--- src/smr_consts.vh ---
/*
  Constants of the servo motion reference block: register offsets, field
  positions, reset values and timing counts.
  Assumes a 200 MHz reference clock and speeds held in units of 0.1 rpm.
*/
`ifndef SMR_CONSTS_VH
`define SMR_CONSTS_VH

// Clock rate and the derived count of cycles in one millisecond.
`define SMR_CLK_MHZ 200
`define SMR_MS_PER_TICK 1
`define SMR_CYC_PER_MS (`SMR_CLK_MHZ * 1000 * `SMR_MS_PER_TICK)

// Register byte offsets on the APB.
`define SMR_A_CTRL 8'h00
`define SMR_A_IP_DISP 8'h04
`define SMR_A_IP_SPEED 8'h08
`define SMR_A_IP_RAMP 8'h0C
`define SMR_A_MAIN_REF 8'h10
`define SMR_A_AUX_REF 8'h14
`define SMR_A_SERIAL_REF 8'h18
`define SMR_A_SEG_REF 8'h1C
`define SMR_A_ACCEL 8'h20
`define SMR_A_DECEL 8'h24
`define SMR_A_RAMP_REF 8'h28
`define SMR_A_CLAMP_GAIN 8'h2C
`define SMR_A_CLAMP_START 8'h30
`define SMR_A_STATUS 8'h34
`define SMR_A_SPEED_OUT 8'h38

// Fields of the control register.
`define SMR_F_POS_MODE 0
`define SMR_F_IP_SELECT 1
`define SMR_F_IP_CANCEL_REQ 2
`define SMR_F_INHIBIT_ASSIGNED 3
`define SMR_F_CLAMP_FN_LO 4
`define SMR_F_CLAMP_FN_HI 5
`define SMR_F_MAIN_SRC_LO 6
`define SMR_F_MAIN_SRC_HI 8
`define SMR_F_AUX_SRC_LO 9
`define SMR_F_AUX_SRC_HI 11
`define SMR_CTRL_W 12

// Reset values.
`define SMR_RST_CTRL 12'h004
`define SMR_RST_IP_DISP 31'h00002710
`define SMR_RST_IP_SPEED 17'h007D0
`define SMR_RST_IP_RAMP 16'h000A
`define SMR_RST_ACCEL 16'h03E8
`define SMR_RST_DECEL 16'h03E8
`define SMR_RST_RAMP_REF 17'h07530
`define SMR_RST_CLAMP_GAIN 16'h0400
`define SMR_RST_CLAMP_START 17'h00014

// Source and clamp encodings.
`define SMR_SRC_DIGITAL 3'h0
`define SMR_SRC_SERIAL 3'h3
`define SMR_SRC_MULTI_SEG 3'h4
`define SMR_AUX_NONE 3'h0
`define SMR_AUX_DIGITAL 3'h1
`define SMR_AUX_SERIAL 3'h4
`define SMR_CLAMP_OFF 2'h0
`define SMR_CLAMP_ALWAYS 2'h1
`define SMR_CLAMP_TERMINAL 2'h2

// Motion scaling: speed units summed per position pulse, creep speed near the
// end of an interrupt move, and the speed below which the motor counts as still.
`define SMR_PULSE_DIV 33'h000004E20
`define SMR_IP_CREEP 17'h0000A
`define SMR_ZERO_SPEED_TH 17'h0000A
`define SMR_GAIN_SHIFT 10

`endif

--- src/smr_ctrl.v ---
/*
  Motion reference controller of a servo drive: interrupt positioning in
  position mode and ramped, zero-clamped speed reference in speed mode, with
  an APB register slave.
  Assumes terminal inputs are asynchronous, while the motor feedback and the
  pulse reference speed come from logic on REF_CLK.
*/
// The register offsets and the APB register port were decided locally.
`timescale 1ns/1ps
`default_nettype none
`include "smr_consts.vh"

module smr_ctrl (
  // Clock and reset.
  input wire REF_CLK,
  input wire SRST,
  // APB slave.
  input wire PSEL,
  input wire PENABLE,
  input wire PWRITE,
  input wire [7:0] PADDR,
  input wire [31:0] PWDATA,
  output reg [31:0] PRDATA,
  output reg PREADY,
  output reg PSLVERR,
  // Digital input terminals.
  input wire DI_TENTH,
  input wire DI_IP_CANCEL,
  input wire DI_IP_INHIBIT,
  input wire DI_ZERO_CLAMP,
  input wire DI_SPEED_DIR,
  // Motor loop feedback and external position reference speed.
  input wire signed [16:0] MOTOR_SPEED,
  input wire signed [31:0] ENC_POS,
  input wire signed [16:0] POS_REF_SPEED,
  // Outputs to the motor loop and output terminals.
  output reg signed [16:0] SPEED_CMD,
  output reg CLAMP_ACTIVE,
  output reg IP_RUNNING,
  output reg DO_IP_DONE,
  output reg ALARM_ZERO_SPEED
);

  localparam IP_IDLE = 2'h0;
  localparam IP_RUN = 2'h1;
  localparam IP_DONE = 2'h2;

  // Registers written by software.
  reg [`SMR_CTRL_W-1:0] ctrl;
  reg [30:0] ip_disp;
  reg [16:0] ip_speed;
  reg [15:0] ip_ramp;
  reg signed [16:0] main_ref;
  reg signed [16:0] aux_ref;
  reg signed [16:0] serial_ref;
  reg signed [16:0] seg_ref;
  reg [15:0] accel_ms;
  reg [15:0] decel_ms;
  reg [16:0] ramp_ref;
  reg [15:0] clamp_gain;
  reg [16:0] clamp_start;

  // Terminal levels after synchronisation.
  wire [4:0] di_raw;
  wire [4:0] di_sync;
  wire ip_enable;
  wire ip_cancel;
  wire ip_inhibit;
  wire clamp_in;
  wire dir_switch;

  // Interrupt positioning state.
  reg [1:0] ip_state;
  reg ip_enable_d;
  reg cancel_seen;
  reg ip_neg;
  reg ip_decel;
  reg [30:0] ip_remain;
  reg [30:0] ip_accel_pulses;
  reg [32:0] pulse_frac;

  // Zero clamp state.
  reg signed [31:0] clamp_pos;

  // Combinational terms.
  wire pos_mode;
  wire ip_armed;
  wire trigger;
  wire at_zero;
  wire signed [16:0] ip_ramp_out;
  wire signed [16:0] spd_ramp_out;
  reg signed [16:0] ip_target;
  reg signed [16:0] speed_ref;
  reg clamp_req;
  reg signed [31:0] clamp_err;
  reg signed [16:0] clamp_err_sat;
  reg signed [33:0] clamp_prod;
  reg signed [16:0] clamp_cmd;
  reg [16:0] ip_mag;
  reg [32:0] next_frac;
  reg pulse;
  reg [31:0] rdata;
  reg rmapped;

  // Magnitude of a signed speed.
  function [16:0] mag;
    input signed [16:0] v;
    begin
      mag = v[16] ? (~v + 17'h00001) : v;
    end
  endfunction

  // Main source selection with the auxiliary term.
  function signed [16:0] pick_ref;
    input [2:0] main_src;
    input [2:0] aux_src;
    input signed [16:0] dig;
    input signed [16:0] aux;
    input signed [16:0] ser;
    input signed [16:0] seg;
    reg signed [16:0] base;
    reg signed [16:0] add;
    begin
      case (main_src)
        `SMR_SRC_SERIAL: base = ser;
        `SMR_SRC_MULTI_SEG: base = seg;
        default: base = dig;
      endcase
      case (aux_src)
        `SMR_AUX_DIGITAL: add = aux;
        `SMR_AUX_SERIAL: add = ser;
        default: add = 17'sh00000;
      endcase
      // Segmented speeds take no auxiliary term.
      pick_ref = (main_src == `SMR_SRC_MULTI_SEG) ? base : base + add;
    end
  endfunction

  // All terminal inputs cross into REF_CLK through the same filter.
  assign di_raw = {DI_SPEED_DIR, DI_ZERO_CLAMP, DI_IP_INHIBIT, DI_IP_CANCEL, DI_TENTH};
  genvar gi;
  generate
    for (gi = 0; gi < 5; gi = gi + 1) begin : g_sync
      smr_sync u_sync (
        .clk(REF_CLK),
        .srst(SRST),
        .din(di_raw[gi]),
        .dout(di_sync[gi])
      );
    end
  endgenerate
  assign ip_enable = di_sync[0];
  assign ip_cancel = di_sync[1];
  assign ip_inhibit = di_sync[2];
  assign clamp_in = di_sync[3];
  assign dir_switch = di_sync[4];

  // Interrupt positioning is live only when selected and not inhibited.
  assign pos_mode = ctrl[`SMR_F_POS_MODE];
  assign ip_armed = ctrl[`SMR_F_IP_SELECT] &
    ~(ctrl[`SMR_F_INHIBIT_ASSIGNED] & ip_inhibit);
  // The tenth input serves as the enable whatever else it was given.
  assign trigger = pos_mode & ip_armed & ip_enable & ~ip_enable_d;
  assign at_zero = (mag(MOTOR_SPEED) < `SMR_ZERO_SPEED_TH);

  // Move targets: full speed in the latched direction, creep once decelerating.
  always @* begin
    ip_mag = ip_decel ? `SMR_IP_CREEP : ip_speed;
    ip_target = ip_neg ? (~ip_mag + 17'h00001) : ip_mag;
    speed_ref = pick_ref(ctrl[`SMR_F_MAIN_SRC_HI:`SMR_F_MAIN_SRC_LO],
      ctrl[`SMR_F_AUX_SRC_HI:`SMR_F_AUX_SRC_LO], main_ref, aux_ref, serial_ref, seg_ref);
    if (dir_switch) begin
      speed_ref = ~speed_ref + 17'h00001;
    end
  end

  // Pulse accounting of the interrupt move from the commanded speed.
  always @* begin
    next_frac = pulse_frac + {16'h0000, mag(ip_ramp_out)};
    pulse = (next_frac >= `SMR_PULSE_DIV);
  end

  // Zero clamp: position error to the latched point, scaled by the gain.
  always @* begin
    case (ctrl[`SMR_F_CLAMP_FN_HI:`SMR_F_CLAMP_FN_LO])
      `SMR_CLAMP_ALWAYS: clamp_req = 1'b1;
      `SMR_CLAMP_TERMINAL: clamp_req = clamp_in;
      default: clamp_req = 1'b0;
    endcase
    clamp_req = clamp_req & ~pos_mode & (mag(speed_ref) < clamp_start);
    clamp_err = clamp_pos - ENC_POS;
    if (clamp_err > 32'sh0000FFFF) begin
      clamp_err_sat = 17'sh0FFFF;
    end else if (clamp_err < -32'sh0000FFFF) begin
      clamp_err_sat = -17'sh0FFFF;
    end else begin
      clamp_err_sat = clamp_err[16:0];
    end
    clamp_prod = clamp_err_sat * $signed({1'b0, clamp_gain});
    clamp_cmd = clamp_prod[`SMR_GAIN_SHIFT+16:`SMR_GAIN_SHIFT];
    // Inside one pulse the clamp stays quiet; outside it drives back.
    if (clamp_err <= 32'sh00000001 && clamp_err >= -32'sh00000001) begin
      clamp_cmd = 17'sh00000;
    end
  end

  // The interrupt move ramps from the present speed to the preset speed.
  smr_ramp u_ip_ramp (
    .clk(REF_CLK),
    .srst(SRST),
    .load(trigger & ~at_zero & (ip_state == IP_IDLE)),
    .load_val(MOTOR_SPEED),
    .target(ip_state == IP_RUN ? ip_target : 17'sh00000),
    .accel_ms(ip_ramp),
    .decel_ms(ip_ramp),
    .ref_speed(ip_speed),
    .speed(ip_ramp_out)
  );

  // Every speed-mode source, segments included, goes through this ramp.
  smr_ramp u_spd_ramp (
    .clk(REF_CLK),
    .srst(SRST),
    .load(clamp_req),
    .load_val(17'sh00000),
    .target(speed_ref),
    .accel_ms(accel_ms),
    .decel_ms(decel_ms),
    .ref_speed(ramp_ref),
    .speed(spd_ramp_out)
  );

  // Interrupt positioning sequence.
  always @(posedge REF_CLK) begin
    if (SRST) begin
      ip_state <= IP_IDLE;
      ip_enable_d <= 1'b0;
      cancel_seen <= 1'b0;
      ip_neg <= 1'b0;
      ip_decel <= 1'b0;
      ip_remain <= 31'h00000000;
      ip_accel_pulses <= 31'h00000000;
      pulse_frac <= 33'h000000000;
      ALARM_ZERO_SPEED <= 1'b0;
    end else begin
      ip_enable_d <= ip_enable;
      // Alarm is raised by a zero-speed trigger in idle and held until release;
      // triggers while a move runs or waits for rearm are ignored.
      if (trigger & at_zero & (ip_state == IP_IDLE)) begin
        ALARM_ZERO_SPEED <= 1'b1;
      end else if (~ip_enable) begin
        ALARM_ZERO_SPEED <= 1'b0;
      end
      case (ip_state)
        IP_IDLE: begin
          if (trigger & ~at_zero & ~ALARM_ZERO_SPEED) begin
            ip_state <= IP_RUN;
            ip_neg <= MOTOR_SPEED[16];
            ip_decel <= 1'b0;
            ip_remain <= ip_disp;
            ip_accel_pulses <= 31'h00000000;
            pulse_frac <= 33'h000000000;
          end
        end
        IP_RUN: begin
          if (pulse) begin
            pulse_frac <= next_frac - `SMR_PULSE_DIV;
            if (ip_remain != 31'h00000000) begin
              ip_remain <= ip_remain - 31'h00000001;
            end
            if (~ip_decel & (mag(ip_ramp_out) < ip_speed)) begin
              ip_accel_pulses <= ip_accel_pulses + 31'h00000001;
            end
          end else begin
            pulse_frac <= next_frac;
          end
          // Symmetric profile: brake once what is left is at most the run-up plus one pulse.
          if (ip_remain <= ip_accel_pulses + 31'h00000001) begin
            ip_decel <= 1'b1;
          end
          if (ip_remain == 31'h00000000) begin
            ip_state <= IP_DONE;
            cancel_seen <= 1'b0;
          end
        end
        IP_DONE: begin
          if (ip_cancel) begin
            cancel_seen <= 1'b1;
          end
          // Rearm only on trigger release, and after a cancel when required.
          if (~ip_enable & (cancel_seen | ip_cancel |
              ~ctrl[`SMR_F_IP_CANCEL_REQ])) begin
            ip_state <= IP_IDLE;
          end
        end
        default: ip_state <= IP_IDLE;
      endcase
    end
  end

  // Outputs to the motor loop; the clamp point is caught on clamp entry.
  always @(posedge REF_CLK) begin
    if (SRST) begin
      SPEED_CMD <= 17'sh00000;
      CLAMP_ACTIVE <= 1'b0;
      IP_RUNNING <= 1'b0;
      DO_IP_DONE <= 1'b0;
      clamp_pos <= 32'sh00000000;
    end else begin
      CLAMP_ACTIVE <= clamp_req;
      IP_RUNNING <= (ip_state == IP_RUN);
      DO_IP_DONE <= (ip_state == IP_DONE);
      if (clamp_req & ~CLAMP_ACTIVE) begin
        clamp_pos <= ENC_POS;
      end
      if (ip_state == IP_DONE) begin
        SPEED_CMD <= 17'sh00000;
      end else if (ip_state == IP_RUN) begin
        SPEED_CMD <= (ip_remain == 31'h00000000) ? 17'sh00000 : ip_ramp_out;
      end else if (pos_mode) begin
        SPEED_CMD <= POS_REF_SPEED;
      end else if (clamp_req) begin
        SPEED_CMD <= (clamp_req & ~CLAMP_ACTIVE) ? 17'sh00000 : clamp_cmd;
      end else begin
        SPEED_CMD <= spd_ramp_out;
      end
    end
  end

  // Read decode; unmapped offsets answer with an error.
  always @* begin
    rdata = 32'h00000000;
    rmapped = 1'b1;
    case (PADDR)
      `SMR_A_CTRL: rdata = {20'h00000, ctrl};
      `SMR_A_IP_DISP: rdata = {1'b0, ip_disp};
      `SMR_A_IP_SPEED: rdata = {15'h0000, ip_speed};
      `SMR_A_IP_RAMP: rdata = {16'h0000, ip_ramp};
      `SMR_A_MAIN_REF: rdata = {15'h0000, main_ref};
      `SMR_A_AUX_REF: rdata = {15'h0000, aux_ref};
      `SMR_A_SERIAL_REF: rdata = {15'h0000, serial_ref};
      `SMR_A_SEG_REF: rdata = {15'h0000, seg_ref};
      `SMR_A_ACCEL: rdata = {16'h0000, accel_ms};
      `SMR_A_DECEL: rdata = {16'h0000, decel_ms};
      `SMR_A_RAMP_REF: rdata = {15'h0000, ramp_ref};
      `SMR_A_CLAMP_GAIN: rdata = {16'h0000, clamp_gain};
      `SMR_A_CLAMP_START: rdata = {15'h0000, clamp_start};
      `SMR_A_STATUS: rdata = {25'h0000000, cancel_seen, ALARM_ZERO_SPEED,
        CLAMP_ACTIVE, DO_IP_DONE, IP_RUNNING, ip_state};
      `SMR_A_SPEED_OUT: rdata = {15'h0000, SPEED_CMD};
      default: rmapped = 1'b0;
    endcase
  end

  // APB slave: the answer is prepared in the setup cycle, so each access
  // phase lasts exactly one cycle; writes land at the completing edge.
  always @(posedge REF_CLK) begin
    if (SRST) begin
      PRDATA <= 32'h00000000;
      PREADY <= 1'b0;
      PSLVERR <= 1'b0;
      ctrl <= `SMR_RST_CTRL;
      ip_disp <= `SMR_RST_IP_DISP;
      ip_speed <= `SMR_RST_IP_SPEED;
      ip_ramp <= `SMR_RST_IP_RAMP;
      main_ref <= 17'sh00000;
      aux_ref <= 17'sh00000;
      serial_ref <= 17'sh00000;
      seg_ref <= 17'sh00000;
      accel_ms <= `SMR_RST_ACCEL;
      decel_ms <= `SMR_RST_DECEL;
      ramp_ref <= `SMR_RST_RAMP_REF;
      clamp_gain <= `SMR_RST_CLAMP_GAIN;
      clamp_start <= `SMR_RST_CLAMP_START;
    end else begin
      PREADY <= PSEL & ~PENABLE;
      PSLVERR <= PSEL & ~PENABLE & ~rmapped;
      if (PSEL & ~PENABLE & ~PWRITE) begin
        PRDATA <= rdata;
      end
      if (PSEL & PENABLE & PREADY & PWRITE & rmapped) begin
        case (PADDR)
          `SMR_A_CTRL: ctrl <= PWDATA[`SMR_CTRL_W-1:0];
          `SMR_A_IP_DISP: ip_disp <= PWDATA[30:0];
          `SMR_A_IP_SPEED: ip_speed <= PWDATA[16:0];
          `SMR_A_IP_RAMP: ip_ramp <= PWDATA[15:0];
          `SMR_A_MAIN_REF: main_ref <= PWDATA[16:0];
          `SMR_A_AUX_REF: aux_ref <= PWDATA[16:0];
          `SMR_A_SERIAL_REF: serial_ref <= PWDATA[16:0];
          `SMR_A_SEG_REF: seg_ref <= PWDATA[16:0];
          `SMR_A_ACCEL: accel_ms <= PWDATA[15:0];
          `SMR_A_DECEL: decel_ms <= PWDATA[15:0];
          `SMR_A_RAMP_REF: ramp_ref <= PWDATA[16:0];
          `SMR_A_CLAMP_GAIN: clamp_gain <= PWDATA[15:0];
          `SMR_A_CLAMP_START: clamp_start <= PWDATA[16:0];
          default: ctrl <= ctrl;
        endcase
      end
    end
  end

endmodule // smr_ctrl

`default_nettype wire

--- src/smr_sync.v ---
/*
  Three-stage synchroniser for one terminal input.
  Assumes the input is asynchronous to REF_CLK; the output moves only once the
  second and third stages agree.
*/
`timescale 1ns/1ps
`default_nettype none

module smr_sync (
  // Clock and reset.
  input wire clk,
  input wire srst,
  // Raw and filtered level.
  input wire din,
  output reg dout
);

  reg s1;
  reg s2;
  reg s3;

  // The first stage feeds only the second, so metastability stays contained.
  always @(posedge clk) begin
    if (srst) begin
      s1 <= 1'b0;
      s2 <= 1'b0;
      s3 <= 1'b0;
      dout <= 1'b0;
    end else begin
      s1 <= din;
      s2 <= s1;
      s3 <= s2;
      if (s2 == s3) begin
        dout <= s3;
      end
    end
  end

endmodule // smr_sync

`default_nettype wire

--- src/smr_ramp.v ---
/*
  Linear speed ramp generator with separate acceleration and deceleration times.
  Assumes speeds in 0.1 rpm units and times in milliseconds; a time of zero
  passes the target through in one step.
*/
`timescale 1ns/1ps
`default_nettype none
`include "smr_consts.vh"

module smr_ramp (
  // Clock and reset.
  input wire clk,
  input wire srst,
  // Preload of the output, used to start from the present speed.
  input wire load,
  input wire signed [16:0] load_val,
  // Ramp settings.
  input wire signed [16:0] target,
  input wire [15:0] accel_ms,
  input wire [15:0] decel_ms,
  input wire [16:0] ref_speed,
  // Ramped speed.
  output reg signed [16:0] speed
);

  reg [33:0] acc;
  reg going_up;
  reg accel;
  reg [33:0] period;
  reg [33:0] next_acc;

  // Slope is ref_speed per programmed time, so reaching a speed s takes
  // (s / ref_speed) * time.
  always @* begin
    going_up = (target > speed);
    accel = going_up ? (speed >= 17'sh00000) : (speed <= 17'sh00000);
    period = accel ? (accel_ms * `SMR_CYC_PER_MS) : (decel_ms * `SMR_CYC_PER_MS);
    next_acc = acc + {17'h00000, ref_speed};
  end

  // One speed unit per overflow of the fractional accumulator.
  always @(posedge clk) begin
    if (srst) begin
      acc <= 34'h000000000;
      speed <= 17'sh00000;
    end else if (load) begin
      acc <= 34'h000000000;
      speed <= load_val;
    end else if (target == speed) begin
      acc <= 34'h000000000;
    end else if (period == 34'h000000000) begin
      speed <= target;
    end else if (next_acc >= period) begin
      acc <= next_acc - period;
      speed <= going_up ? speed + 17'sh00001 : speed - 17'sh00001;
    end else begin
      acc <= next_acc;
    end
  end

endmodule // smr_ramp

`default_nettype wire

--- config.mk ---
export PLATFORM = sky130hd
export DESIGN_NAME = smr_ctrl
export DESIGN_NICKNAME = d
export VERILOG_FILES = /design/src/smr_ctrl.v /design/src/smr_sync.v /design/src/smr_ramp.v
export VERILOG_INCLUDE_DIRS = /design/src /design/src/src
export SDC_FILE = /design/constraint.sdc
export NUM_CORES = 2
export LEC_CHECK = 0
export BUFFER_PORTS_ARGS = -buffer_cell sky130_fd_sc_hd__buf_2
export CORE_MARGIN = 4
export CORE_UTILIZATION = 60
export CTS_BUF_LIST = sky130_fd_sc_hd__clkbuf_8
export CTS_CLUSTER_DIAMETER = 50
export CTS_CLUSTER_SIZE = 28
export DETAILED_ROUTE_END_ITERATION = 8
export PLACE_DENSITY = 0.86
export SYNTH_ARGS = -nofsm -noshare
export SYNTH_HDL_FRONTEND = slang
export SYNTH_SLANG_ARGS = --single-unit
--- constraint.sdc ---
create_clock -name REF_CLK -period 10 [get_ports REF_CLK]
set_input_delay 0.5 -clock REF_CLK [delete_from_list [all_inputs] [get_ports REF_CLK]]
set_output_delay 0.5 -clock REF_CLK [all_outputs]
set_load 0.05 [all_outputs]
==> After elaboration in Yosys (flattened, before gate mapping) <==
Cells that the tools add are included.
{ "word_totals": {"regBits": 536, "latch_bits": 0, "ramBits": 0, "mem_bits_ro": 0, "out_inout_bits": 55, "wordCells": 267, "memories": 0} }
{ "op_classes": {"add_sub_neg": 19, "mul": 4, "div_mod_pow": 0, "order_cmp": 15, "eq_ne": 39, "n_shift": 0, "mux": 56, "n_bitwise": 42, "reduce_logical": 38} }
{ "ops": {"columns": ["cell", "n"], "rows": [
  ["$pmux W31 S15", 1],
  ["$mux W17", 24],
  ["$mux W31", 6],
  ["$pmux W31 S2", 2],
  ["$mux W34", 3],
  ["$add A17 B1 Y17 const B", 5],
  ["$not A17 Y17", 5],
  ["$mul A16 B12 Y28 const B", 3],
  ["$add A34 B17 Y34", 2],
  ["$ge A34 B34 Y1", 2],
  ["$logic_not A34 Y1", 2],
  ["$pmux W17 S2", 2],
  ["$sub A34 B34 Y34", 2],
  ["$mux W33", 2],
  ["$pmux W33 S2", 1],
  ["$eq A8 B6 Y1 const B", 7],
  ["$add A17 B2 Y17 const B", 2],
  ["$eq A17 B17 Y1", 2],
  ["$gt A17 B17 Y1", 2],
  ["$lt A17 B17 Y1", 2],
  ["$reduce_and A2 Y1", 17],
  ["$sub A17 B2 Y17 const B", 2],
  ["$add A33 B17 Y33", 1],
  ["$ge A33 B15 Y1 const B", 1],
  ["44 further kinds", 115]
]} }

==> Depth between registers and ports, before layout <==
{ "depth": {"word_depth": 17, "ltp_mapped": 55, "depth_no_buf": 48} }

==> Hierarchy <==
Synthesis repeated with hierarchy kept, for this count alone.
{ "unflattened": {"hier_cells": 7993, "area_unflattened_um2": 62525.0} }
{ "modules_own_cells": {"columns": ["mod", "instances", "cells_each", "area_each_um2", "seq_area_each_um2"], "rows": [
  ["smr_ctrl", 1, 4618, 35059.9, 8267.9],
  ["smr_ramp (u_spd_ramp)", 1, 1714, 13673.1, 1021.0],
  ["smr_ramp (u_ip_ramp)", 1, 1611, 13228.9, 1021.0],
  ["smr_sync", 5, 10, 112.6, 80.1]
]} }

==> Worst setup path before layout <==
Ideal clock, no wire load.
{ "synth_timing": {"kind": "register -> register", "from": "register ctrl[8]", "to": "register u_spd_ramp.acc[6]", "setup_ns": 0.070, "t_arrival_ns": 10.756, "required_ns": 9.930, "slack_ns": -0.827, "path_stages_with_launch": 49, "n_path_buf": 7, "period_less_slack_ns": 10.827, "cell_sequence": "dfxtp_1 -> nor3b_2 -> clkbuf_1 -> clkbuf_1 -> nor2_1 -> and2_1 -> a221o_1 -> ha_1 -> a21o_1 -> a21oi_1 -> o21a_1 -> o21a_1 -> nor2_1 -> a21o_1 -> xnor2_1 -> o21ai_0 -> or3_1 -> nand3b_1 -> (+13 left out) -> buf_1 -> mux2i_1 -> ha_1 -> a41oi_1 -> o21ai_0 -> a21oi_1 -> o21bai_1 -> a211oi_1 -> nand2b_1 -> o41ai_1 -> a41o_1 -> o21ai_0 -> nand2_1 -> a221oi_1 -> clkbuf_1 -> mux2i_1 -> nand2_1 -> a21oi_1"} }
{ "synth_via": {"elab_chain_len": 13, "elab_cells_between_ends": 22, "cone_classes": "4 x add/sub; 3 x order compare; 3 x eq/ne; 7 x mux; 3 x bitwise; 2 x reduce/logical"} }
{ "synth_lines": {"columns": ["item", "line_no", "text"], "rows": [
  ["start, declared", "smr_ctrl.v:49", "reg [`SMR_CTRL_W-1:0] ctrl;"],
  ["start signal, assigned", "smr_ctrl.v:362", "ctrl <= `SMR_RST_CTRL;"],
  ["start signal, assigned", "smr_ctrl.v:383", "`SMR_A_CTRL: ctrl <= PWDATA[`SMR_CTRL_W-1:0];"],
  ["start signal, assigned", "smr_ctrl.v:396", "default: ctrl <= ctrl;"],
  ["$eq A3 B3 Y1 or $eq A3 B2 Y1 (tied branches)", "smr_ctrl.v:124", "case (main_src)"],
  ["$pmux W17 S2", "smr_ctrl.v:124", null],
  ["$add A17 B17 Y17", "smr_ctrl.v:135", "pick_ref = (main_src == `SMR_SRC_MULTI_SEG) ? base : base + add;"],
  ["$mux W17 *", "smr_ctrl.v:135", null],
  ["$not A17 Y17", "smr_ctrl.v:173", "speed_ref = ~speed_ref + 17'h00001;"],
  ["$add A17 B1 Y17", "smr_ctrl.v:173", null],
  ["$mux W17 *", "smr_ctrl.v:172", "if (dir_switch) begin"],
  ["branches (longest 6 deep; another with $sub A34 B34 Y34)", null, null],
  ["end signal, assigned", "smr_ramp.v:54", "acc <= next_acc - period;"],
  ["end signal, assigned", "smr_ramp.v:57", "acc <= next_acc;"],
  ["end, declared", "smr_ramp.v:26", "reg [33:0] acc;"]
]} }
Mark *: on every way between the ends.
A chain may end at the register's enable or synchronous reset.

==> Final worst setup path <==
{ "layout_timing": {"from": "register ctrl[8]", "to": "register u_spd_ramp.acc[12]"} }
The elaborated chain is that of the path after synthesis.

==> metrics.yaml <==
power:
  worst_ir_drop_vdd_v: 0.0001121
  power_mw: 4.605
  p_per_area_mw_per_mm2: 72.40
  leakagePower_nw: 29.14
synthesis:
  synth_edf_count: 0
  seq_area_frac_synth_pct: 19.00
  yosys_register_bits: 535
  synth_fp_nets: 8303
  yosysWarnings: 0
  synth.top_cell.area_share_pct: 19.00
  yosys.cell_count.top_type: "nand2_1"
  yosys.cell_types.count: 105
  synthesis.area_mm2: 0.05637
  synth.area.top_cells: "dfxtp_1 (19%), ha_1 (15%), fa_1 (13%)"
  synthTopCellsByCount: "nand2_1 (988), inv_1 (784), ha_1 (665)"
  yosysTopAreaCell: "dfxtp_1"
  synth_top_flop_cell: "dfxtp_1"
  synthArstFlopShare_pct: 0
  avgSynthCellArea_um2: 7.872
  syn_inst: 7161
timing:
  worst_pin_slew_ns: 1.476
  timing.final.crit_share_pct: 98.36
  finalHoldViolations: 0
  fin_crit_ns: 9.836
  rsz0062_at_grt: "yes"
  setup_viol: 0
  relSlewSlack_pct: 1.263
  max_freq_mhz: 101.7
  skew_ns: 0.1133
  setup_ws_ns: 0.1641
  slew_viol_final: 0
  tns_ns: 0
route:
  wl_per_cell_um: 21.40
  route.detailed.drc: 22
  vias: 55277
  wirelength_um: 188700
  drt_first_pass_iters: 9
  ant_nets: 0
  vias_per_cell: 6.269
  drt_iter0_markers: 7262
critical_path:
  startpoint_type: "register"
  worstSetupPathType: "register to register"
  max_stage_delay_ns: 0.37
  worstReg2RegStart: "ctrl[8]"
  cp.arrival_ns: 10.48
  slowest_stage: "dfxtp_4"
  cpMostUsedCell: "buf_4"
  required_ns: 10.64
  r2r_slack_ns: 0.16
  r2r_cells: 52
  path_max_fanout: 8
  r2r-end: "u_spd_ramp.acc[12]"
  cp-end-kind: "register"
global_routing:
  track_usage_pct: 36.56
  grt_max_degree: 101
  antenna_found_initial: 17
  grt_overflow: 0
  grt_pass1_wl_um: 289300
  grt_pass1_vias: 53251
placement:
  portBuffers: 168
  dp_hpwl_um: 141400
  place_congestion: 1.047
  dp_cells: 8599
  place_ws_ns: -0.6140
flow_run:
  drv_cap: 1
die:
  die_area_mm2: 0.09892
  rows: 112
  die_w_um: 314.5
  ios: 171
  fp.coreArea_mm2: 0.09333
  start_util_pct: 60.40
  die_y_um: 314.5
cts:
  clock_sinks: 535
  htree_levels: 3
  clockRootBuffer: "clkbuf_8"
  clock_latency_ns: 0.82
  numCtsBuffers: 76
  cts_tree: "done"
  path_clk_slew_ns: 0.09
  clockBufferDepth: 3
min_path:
  worstHoldPathType: "input pin to register"
  whs_path_depth: 2
  hp-start: "MOTOR_SPEED[13]"
  whs_endpoint: "u_ip_ramp.speed[13]"
status:
  violations: "design-rule violations, max-capacitance violations"
  outcome: "finished, violations left"
cells_and_area:
  area_growth_pct: 12.83
  drive_gt1_share_pct: 12.15
  instances_no_fill: 8818
  finalNetCount: 8630
[flip-flops by register name (all words and copies together) (netlist names), 17 cells and up]
| register | flops |
|---|---|
| u_ip_ramp.speed | 17 |
| ip_accel_pulses | 31 |
| ramp_ref | 17 |
| pick_ref.seg | 17 |
| ip_disp | 31 |
| aux_ref | 17 |
| PRDATA | 31 |
| SPEED_CMD | 17 |
| ip_speed | 17 |
| pick_ref.ser | 17 |
| ip_remain | 31 |
| clamp_start | 17 |
| u_spd_ramp.acc | 34 |
| u_spd_ramp.speed | 17 |
| u_ip_ramp.acc | 34 |
| pulse_frac | 33 |
| clamp_pos | 32 |
| main_ref | 17 |
[worst max-delay path by stage]
stage	startpoint	end	slack, ns	cells past startpoint
2_1_floorplan	ctrl[8]	u_spd_ramp.acc[17]	0.03	49
3_3_place_gp	ENC_POS[0]	SPEED_CMD[15]	-0.48	41
3_5_place_dp	ENC_POS[0]	SPEED_CMD[15]	-0.61	43
4_1_cts	clamp_pos[0]	SPEED_CMD[15]	-0.08	43
5_1_grt	ctrl[8]	u_spd_ramp.acc[14]	-0.13	52
6_report	ctrl[8]	u_spd_ramp.acc[12]	0.16	52
[cell usage in the layout, fill, tap and decap left out, types with 239 or more instances in the layout]
cell type / synthesis / layout
xnor2_1: 277 / 276
fa_1: 361 / 354
inv_1: 784 / 782
ha_1: 665 / 646
o21ai_0: 265 / 239
dfxtp_1: 535 / 531
nand2_1: 988 / 984
nor2_1: 447 / 438
a21oi_1: 632 / 619
buf_4: 2 / 354
[logic make-up after synthesis]
family	count (synthesis)	synth area share, %
AND/OR/NAND/NOR	2350	19.46
XOR/XNOR	406	6.357
flip-flops	535	19.00
adder cells (fa/ha/maj)	1026	27.58
buffers and inverters	1114	7.522
other	1	0.006652
multiplexers	55	0.9855
AO/OA/AOI/OAI	1674	19.09
[layer usage]
layer | vias to the layer above | wire, µm | global-route usage (%)
met4 | 4 | 12750 | 19.39
met3 | 780 | 20910 | 8.446
met5 | - | 24 | 0
li1 | 25261 | - | -
met2 | 3072 | 83970 | 58.55
met1 | 26160 | 71060 | 45.97
[stage by stage]
stage               hold slack [ns]  utilization (%)  area, µm²
floorplan                    0.4138                -      56420
global placement             0.4197            64.58      60270
detailed placement           0.4423            64.58      60270
CTS                        0.001387            66.87      62410
global route                0.05346            68.13      63580
finish                      0.05341            68.15      63600
[area by class of cell]
type | instances | area, µm²
clock inverters | 55 | 670.6
inverters | 789 | 2962
flip-flops and latches | 535 | 10720
fillers | 7393 | 29730
diodes | 14 | 35.03
repair buffers | 574 | 4170
well taps | 1254 | 1569
clock buffers | 85 | 1170
multi-input cells | 5512 | 42300
[critical path, delay by kind of cell (launching register included)]
family                   cells  cell delay [ns]
buffers and inverters       20             2.64
AO/OA/AOI/OAI               15             3.22
flip-flops                   1             0.37
XOR/XNOR                     2             0.32
multiplexers                 2             0.45
adder cells (fa/ha/maj)      3             0.88
AND/OR/NAND/NOR             10             1.76
[power breakdown]
part / total (mW) / internal, mW / switching [mW]
combinational: 0.346 / 0.120 / 0.227
sequential: 2.14 / 2.13 / 0.00438
clock: 2.12 / 0.999 / 1.12
[what timing repair did]
action / 4_1_cts / 5_1_grt
pin swaps: 2 / 98
gates resized for setup: 6 / 187
hold endpoints to repair: 24 / 0
hold buffers: 24 / 0
gates cloned: 0 / 7
setup buffers: 2 / 33
endpoints found under the setup margin: 35 / 54
Power figures use the tool's default switching activity.
